`src/core/rmc_defines.vh`:
```
// register offsets, field positions and reset values of the redriver control registers
`ifndef RMC_DEFINES_VH
`define RMC_DEFINES_VH
// register offsets
`define RMC_ADDR_PWR 8'h09
`define RMC_ADDR_HPD 8'h0A
`define RMC_ADDR_CLK 8'h0B
`define RMC_PTR_RST 8'h00
// power_and_detect_control fields
`define RMC_DET_EN_BIT 4
`define RMC_PD_BIT 3
`define RMC_HP_SLEEP_DIS_BIT 2
`define RMC_RATE_LSB 0
`define RMC_DET_EN_RST 1'b1
`define RMC_PD_RST 1'b0
`define RMC_HP_SLEEP_DIS_RST 1'b0
`define RMC_RATE_RST 2'h2
// hotplug_and_data_slew_control fields
`define RMC_HP_BLOCK_BIT 6
`define RMC_DSLEW_LSB 0
`define RMC_HP_BLOCK_RST 1'b0
`define RMC_DSLEW_RST 2'h3
// clock_slew_and_link_control fields
`define RMC_CSLEW_LSB 6
`define RMC_CSLEW_RST 2'h1
`define RMC_LINK_RST 5'h10
// byte transport details
`define RMC_BYTE_BITS 8
`define RMC_BIT_CNT_W 4
`endif

```
`src/core/rmc_sync_edge.v`:
```
// two-flop level synchroniser with edge flags for the serial bus lines
`timescale 1ns/1ns
module rmc_sync_edge
(
  // clock and reset
  input wire clk_i,
  input wire resetn_i,
  // raw line in
  input wire line_i,
  // synchronised level and edges
  output wire level_o,
  output wire rise_o,
  output wire fall_o
);
  reg meta_q; // first stage, only read by stage two
  reg sync_q; // second stage
  reg prev_q; // delayed copy for edge detection

  // idle bus lines sit high, so reset to high
  always @(posedge clk_i)
  begin
    if (!resetn_i)
    begin
      meta_q <= 1'b1;
      sync_q <= 1'b1;
      prev_q <= 1'b1;
    end
    else
    begin
      meta_q <= line_i;
      sync_q <= meta_q;
      prev_q <= sync_q;
    end
  end

  assign level_o = sync_q;
  assign rise_o = sync_q & ~prev_q;
  assign fall_o = ~sync_q & prev_q;
endmodule

```
`src/core/rmc_ctrl_regs.v`:
```
// control register bank of the redriver, reached over the two-wire configuration bus
// Notes on behaviour
// - activity detect enable, resets to one
// - detect off: receiver always normal
// - detect on: standby when no clock activity
// - forced power-down bit, resets to zero
// - hotplug loss powers down while enabled
// - disable bit stops hotplug power-down
// - bus rate field, reset 100 kbps
// - block clear: hotplug passes through
// - block set: source hotplug held low
// - data slew field, reset fastest
// - clock slew field, reset 185 ps
// - reserved bits read zero, writes ignored
// - pointer resets zero, reads auto-increment
`timescale 1ns/1ns
`include "rmc_defines.vh"
module rmc_ctrl_regs
#(
  parameter [6:0] DEV_ADDR = 7'h5E // bus address, arbitrary default
)
(
  // clock and reset
  input wire clk_i,
  input wire resetn_i,
  // serial configuration bus, open drain data
  input wire scl_i,
  input wire sda_i,
  output wire sda_o,
  output wire sda_oe_o,
  // link status from the analog front end
  input wire sink_hotplug_in_i,
  input wire clock_activity_i,
  // hotplug forwarding
  output wire source_hotplug_out_o,
  // power control
  output wire rx_standby_o,
  output wire power_down_o,
  // analog settings
  output wire [1:0] config_bus_rate_select_o,
  output wire [1:0] data_lane_edge_rate_o,
  output wire [1:0] clock_lane_edge_rate_o,
  output wire [4:0] link_ctrl_o
);
  // bus line conditioning
  wire scl_s, scl_rise, scl_fall;
  wire sda_s, sda_rise, sda_fall;
  rmc_sync_edge u_scl (.clk_i(clk_i), .resetn_i(resetn_i), .line_i(scl_i),
    .level_o(scl_s), .rise_o(scl_rise), .fall_o(scl_fall));
  rmc_sync_edge u_sda (.clk_i(clk_i), .resetn_i(resetn_i), .line_i(sda_i),
    .level_o(sda_s), .rise_o(sda_rise), .fall_o(sda_fall));
  wire start_c = sda_fall & scl_s; // data falls while clock high
  wire stop_c = sda_rise & scl_s; // data rises while clock high
  // transfer states
  localparam [2:0] ST_IDLE = 3'h0; // wait for start
  localparam [2:0] ST_ADDR = 3'h1; // shift device address
  localparam [2:0] ST_AACK = 3'h2; // ack the address
  localparam [2:0] ST_WBYTE = 3'h3; // receive pointer or data
  localparam [2:0] ST_WACK = 3'h4; // ack received byte
  localparam [2:0] ST_RBYTE = 3'h5; // send a byte
  localparam [2:0] ST_RACK = 3'h6; // sample host ack
  reg [2:0] state_q, state_d;
  reg [3:0] bit_q, bit_d; // bits shifted in this byte
  reg [7:0] shift_q, shift_d; // in/out shift register
  reg [7:0] ptr_q, ptr_d; // register pointer
  reg have_ptr_q, have_ptr_d; // pointer byte seen in this write
  reg rnw_q, rnw_d; // current transfer is a read
  reg drive_q, drive_d; // pull data low
  reg wr_stb; // commit shift_q at ptr_q
  // control fields
  reg det_en_q, pd_q, hp_sleep_dis_q, hp_block_q;
  reg [1:0] rate_q, dslew_q, cslew_q;
  reg [4:0] link_q; // link bits owned elsewhere, stored here
  reg hp_out_q, standby_q, pdown_q; // registered status outputs
  // register read mux, reserved bits zero
  reg [7:0] rd_data;
  always @*
  begin
    rd_data = 8'h00;
    case (ptr_q)
      `RMC_ADDR_PWR:
      begin
        rd_data[`RMC_DET_EN_BIT] = det_en_q;
        rd_data[`RMC_PD_BIT] = pd_q;
        rd_data[`RMC_HP_SLEEP_DIS_BIT] = hp_sleep_dis_q;
        rd_data[`RMC_RATE_LSB+:2] = rate_q;
      end
      `RMC_ADDR_HPD:
      begin
        rd_data[`RMC_HP_BLOCK_BIT] = hp_block_q;
        rd_data[`RMC_DSLEW_LSB+:2] = dslew_q;
      end
      `RMC_ADDR_CLK:
      begin
        rd_data[`RMC_CSLEW_LSB+:2] = cslew_q;
        rd_data[4:0] = link_q;
      end
      default: rd_data = 8'h00; // unmapped reads zero
    endcase
  end
  // bus protocol engine; state advances on bus clock edges and on start and stop conditions
  always @*
  begin
    state_d = state_q;
    bit_d = bit_q;
    shift_d = shift_q;
    ptr_d = ptr_q;
    have_ptr_d = have_ptr_q;
    rnw_d = rnw_q;
    drive_d = drive_q;
    wr_stb = 1'b0;
    if (start_c)
    begin
      // start or repeated start restarts the address phase
      state_d = ST_ADDR;
      bit_d = 4'h0;
      drive_d = 1'b0;
      have_ptr_d = 1'b0;
    end
    else if (stop_c)
    begin
      state_d = ST_IDLE;
      drive_d = 1'b0;
    end
    else
    begin
      case (state_q)
        ST_IDLE: drive_d = 1'b0;
        ST_ADDR, ST_WBYTE:
        begin
          if (scl_rise)
          begin
            shift_d = {shift_q[6:0], sda_s};
            bit_d = bit_q + 4'h1;
          end
          else if (scl_fall && bit_q == `RMC_BYTE_BITS)
          begin
            bit_d = 4'h0;
            if (state_q == ST_ADDR)
            begin
              if (shift_q[7:1] == DEV_ADDR)
              begin
                rnw_d = shift_q[0];
                drive_d = 1'b1;
                state_d = ST_AACK;
              end
              else
                state_d = ST_IDLE; // not ours, stay off the bus
            end
            else
            begin
              drive_d = 1'b1;
              state_d = ST_WACK;
              have_ptr_d = 1'b1;
              wr_stb = have_ptr_q; // data bytes applied as the ack goes out
              ptr_d = have_ptr_q ? ptr_q + 8'h01 : shift_q; // first byte sets the pointer
            end
          end
        end
        ST_AACK, ST_WACK: // after a write ack the host owns the data line again
        begin
          if (scl_fall)
          begin
            if (rnw_q && state_q == ST_AACK)
            begin
              // read starts at current pointer
              shift_d = rd_data;
              drive_d = ~rd_data[7];
              bit_d = 4'h1;
              state_d = ST_RBYTE;
            end
            else
            begin
              drive_d = 1'b0;
              state_d = ST_WBYTE;
            end
          end
        end
        ST_RBYTE:
        begin
          if (scl_fall)
          begin
            if (bit_q == `RMC_BYTE_BITS)
            begin
              drive_d = 1'b0; // release for host ack
              state_d = ST_RACK;
            end
            else
            begin
              shift_d = {shift_q[6:0], 1'b0};
              drive_d = ~shift_q[6];
              bit_d = bit_q + 4'h1;
            end
          end
        end
        ST_RACK:
        begin
          if (scl_rise)
          begin
            ptr_d = ptr_q + 8'h01; // byte acknowledged or not, advance
            if (sda_s)
              state_d = ST_IDLE; // nack ends the read
          end
          else if (scl_fall)
          begin
            shift_d = rd_data;
            drive_d = ~rd_data[7];
            bit_d = 4'h1;
            state_d = ST_RBYTE;
          end
        end
        default: state_d = ST_IDLE;
      endcase
    end
  end
  // protocol and status output registers, pointer resets to zero
  // status outputs come from flip-flops, so they trail their inputs by one clock
  always @(posedge clk_i)
  begin
    if (!resetn_i)
    begin
      state_q <= ST_IDLE;
      bit_q <= 4'h0;
      shift_q <= 8'h00;
      ptr_q <= `RMC_PTR_RST;
      have_ptr_q <= 1'b0;
      rnw_q <= 1'b0;
      drive_q <= 1'b0;
      hp_out_q <= 1'b0;
      standby_q <= 1'b0;
      pdown_q <= 1'b0;
    end
    else
    begin
      state_q <= state_d;
      bit_q <= bit_d;
      shift_q <= shift_d;
      ptr_q <= ptr_d;
      have_ptr_q <= have_ptr_d;
      rnw_q <= rnw_d;
      drive_q <= drive_d;
      hp_out_q <= sink_hotplug_in_i & ~hp_block_q;
      standby_q <= det_en_q & ~clock_activity_i; // off means never standby
      pdown_q <= pd_q | (~hp_sleep_dis_q & ~sink_hotplug_in_i);
    end
  end
  // field storage; writes to reserved bits are dropped
  always @(posedge clk_i)
  begin
    if (!resetn_i)
    begin
      det_en_q <= `RMC_DET_EN_RST;
      pd_q <= `RMC_PD_RST;
      hp_sleep_dis_q <= `RMC_HP_SLEEP_DIS_RST;
      rate_q <= `RMC_RATE_RST;
      hp_block_q <= `RMC_HP_BLOCK_RST;
      dslew_q <= `RMC_DSLEW_RST;
      cslew_q <= `RMC_CSLEW_RST;
      link_q <= `RMC_LINK_RST;
    end
    else if (wr_stb)
    begin
      case (ptr_q)
        `RMC_ADDR_PWR:
        begin
          det_en_q <= shift_q[`RMC_DET_EN_BIT];
          pd_q <= shift_q[`RMC_PD_BIT];
          hp_sleep_dis_q <= shift_q[`RMC_HP_SLEEP_DIS_BIT];
          rate_q <= shift_q[`RMC_RATE_LSB+:2]; // all four codes legal
        end
        `RMC_ADDR_HPD:
        begin
          hp_block_q <= shift_q[`RMC_HP_BLOCK_BIT];
          dslew_q <= shift_q[`RMC_DSLEW_LSB+:2];
        end
        `RMC_ADDR_CLK:
        begin
          cslew_q <= shift_q[`RMC_CSLEW_LSB+:2];
          link_q <= shift_q[4:0];
        end
        default: link_q <= link_q; // unmapped writes ignored
      endcase
    end
  end
  assign sda_o = 1'b0;
  assign sda_oe_o = drive_q;
  assign source_hotplug_out_o = hp_out_q;
  assign rx_standby_o = standby_q;
  assign power_down_o = pdown_q;
  assign config_bus_rate_select_o = rate_q;
  assign data_lane_edge_rate_o = dslew_q;
  assign clock_lane_edge_rate_o = cslew_q;
  assign link_ctrl_o = link_q;
endmodule

```
`config.mk`:
```
export PLATFORM = sky130hd
export DESIGN_NAME = rmc_ctrl_regs
export DESIGN_NICKNAME = d
export VERILOG_FILES = /design/src/core/rmc_sync_edge.v /design/src/core/rmc_ctrl_regs.v
export VERILOG_INCLUDE_DIRS = /design/src /design/src/core
export SDC_FILE = /design/constraint.sdc
export NUM_CORES = 1
export LEC_CHECK = 0
export BUFFER_PORTS_ARGS = -buffer_cell sky130_fd_sc_hd__buf_2
export CORE_MARGIN = 2
export CORE_UTILIZATION = 64
export CTS_CLUSTER_SIZE = 12
export DETAILED_ROUTE_END_ITERATION = 12
export MAX_ROUTING_LAYER = met4
export PLACE_DENSITY = 0.84
export SKIP_LAST_GASP = 1
export SYNTH_ARGS = -nofsm -noshare
export SYNTH_HDL_FRONTEND = slang
export SYNTH_SLANG_ARGS = --single-unit
```
`constraint.sdc`:
```
create_clock -name clk_i -period 5.3 [get_ports clk_i]
set_clock_uncertainty 0.1 [all_clocks]
set_input_delay 0.53 -clock clk_i [delete_from_list [all_inputs] [get_ports clk_i]]
set_output_delay 0.53 -clock clk_i [all_outputs]
set_load 0.01 [all_outputs]
```
==> reports/metrics.yaml <==
outcome: "finished clean"
cts_tree: "done"
drv_slew: 0
clk_latency_ps: 310
cts_setup_buffers: 0
highest_layer: "met4"
htreeDepth: 2
drtAntennaViolNets: 0
min_period_ps: 2760
endpoint_kind: "register"
yosys.area_share.adder: 0.0314
initial_core_util: 0.682
cts_resized: 0
clockBufferDepth: 2
grt_antenna_before_repair: 0
drt-initial-drc-count: 287
ys_warn_count: 0
synth.ff_latch_count: 50
dieArea_mm2: 0.00490
wl_met2_mm: 3.10
crit_type: "register to register"
synth_area_leaders: "dfxtp_1, nand2_1, a21oi_1"
cts_hold_buffers: 0
n_fill_cell: 319
worst_pin_slew_ps: 1180
cts-buffers-inserted: 5
final_core_util: 0.722
synth_nets: 348
worstHoldPathType: "input port to register"
cap_violations: 0
routed_via_density: 6.59
coreArea_mm2: 0.00409
dr.pass1.iters: 7
critPathLaunchType: "register"
synth_flop_cell: "dfxtp_1"
path_depth: 7
cp_cell_sequence: "inv_1 -> ha_1 -> nand2b_2 -> or3_1 -> nor4_4 -> mux2i_1 -> nand2_1"
cp_num_buf_inv: 1
grt_first_pass_wirelength_mm: 11.1
synth_compound_area_frac: 0.237
num_vias: 2577
clock-root-buffer: "clkbuf_8"
yosysSeqAreaShare: 0.359
setup_tns_ps: 0
yosys.area.top_type: "dfxtp_1"
synth_xor_area_frac: 0.00629
grt_pass1_vias: 2301
arrival_ps: 2840
place_area_mm2: 0.00284
cpPeakStageDelay_ps: 640
hold_viol_final: 0
relSlewSlack: 0.209
rsz0062_at_grt: "no"
fin_cells: 391
netlist_area_mm2: 0.00279
power_density_mw_per_mm2: 317
final_cell_mix: "dfxtp_1, nand2_1, a21oi_1"
die_h_um: 70.0
wl_per_cell_um: 16.8
hold_depth: 2
drc: 0
place.gp.congestion: 0.951
routed_wl_mm: 6.58
synth_area_per_cell_um2: 8.31
cp_data_required_time_ps: 5380
cts_sinks: 50
rows: 23
synth-edff-count: 0
irDropWorstVdd_v: 0.000217
ys_types: 61
fmax_mhz: 362
final_common_cell: "dfxtp_1"
hold_ws_ps: 260
dp_cells: 383
antenna_cells: 0
finalSetupViolCount: 0
met1_length_mm: 2.92
grt.total_usage: 0.285
die-width_um: 70.0
nets: 353
synth_top_family_by_area: "simple AND/OR/NAND/NOR gates"
yosys.area_share.simple: 0.257
p_leak_nw: 1.04
synth-async-reset-ratio: 0
routed-wl-met3_um: 457
crit_slowest_cell: "nor4_4"
crit_fanout: 12
yosys-mux-area-fraction: 0.0508
drive_gt1_frac: 0.114
min_period_over_period: 0.521
synthCells: 335
pin_count: 22
crit_family: "simple AND/OR/NAND/NOR gates"
clk_pin_slew_ps: 100
reg2reg_depth: 7
syn_to_final_growth_pct: 5.89
fin_area_mm2: 0.00295
io_buffers: 20
overflow: 0
place_hpwl_mm: 4.56
yosys.area.top_type_share: 0.359
grt_max_degree: 41
power by group:
group          switching [mW]  internal, mW  total, mW  leakage (nW)
Clock                   0.132         0.142      0.274        0.0585
Sequential             0.0541         0.399      0.453         0.406
Combinational           0.126        0.0800      0.206         0.572
Total                   0.313         0.621      0.934          1.04
logic make-up (layout without fill, tap and decap cells):
logic type	after synthesis	in the layout
simple gates	128	128
compound gates	98	98
flops	50	50
buf+inv	35	41
mux	14	14
fa+ha+maj	7	7
xor+xnor	2	2
other cells	1	1
area by class of cell:
cell class	instances	area, um^2	share of cell area
clock buffers	5	68.8	0.0233
clock inverters	3	43.8	0.0148
inverters	13	48.8	0.0165
multi-input cells	250	1620	0.551
flip-flops and latches	50	1000	0.339
well taps	50	62.6	0.0212
repair buffers	20	100	0.0339
path summary, 6_finish.rpt:
path,startpoint,end,slack [ps]
worst max-delay path,u_scl.prev_q,link_ctrl_o[4],2540
worst min-delay path,clock_activity_i,rx_standby_o,260
worst max register to register,u_scl.prev_q,link_ctrl_o[4],2540
worst min register to register,u_scl.meta_q,u_scl.level_o,310
routing by layer:
metal / vias to the layer above / global-route usage
met3: 13 / 0.0491
li1: 1238 / -
met5: - / -
met2: 114 / 0.433
met1: 1212 / 0.385
met4: 0 / 0.0962
registers in the layout, indices dropped and copies added, names as in the netlist, 2 cells and up:
name / cells
bit_q: 4
clock_lane_edge_rate_o: 2
config_bus_rate_select_o: 2
data_lane_edge_rate_o: 2
link_ctrl_o: 5
ptr_q: 8
shift_q: 8
state_q: 3
cell usage after synthesis, drive strengths merged (10+ instances only):
cell,number
dfxtp,50
nand2,40
a21oi,29
nand3,18
o21ai,16
nor2,14
mux2i,13
clkbuf,12
inv,12
nor3,12
buf,10
nand2b,10
per-stage QoR:
stage | worst slack, ps | power, mW
4_1_cts | 2570 | 0.927
2_1_floorplan | 3130 | 0.619
6_report | 2540 | 0.934
3_5_place_dp | 2630 | 0.661
3_3_place_gp | 2690 | 0.659
5_1_grt | 2410 | 0.978
Power figures use the tool's default switching activity.
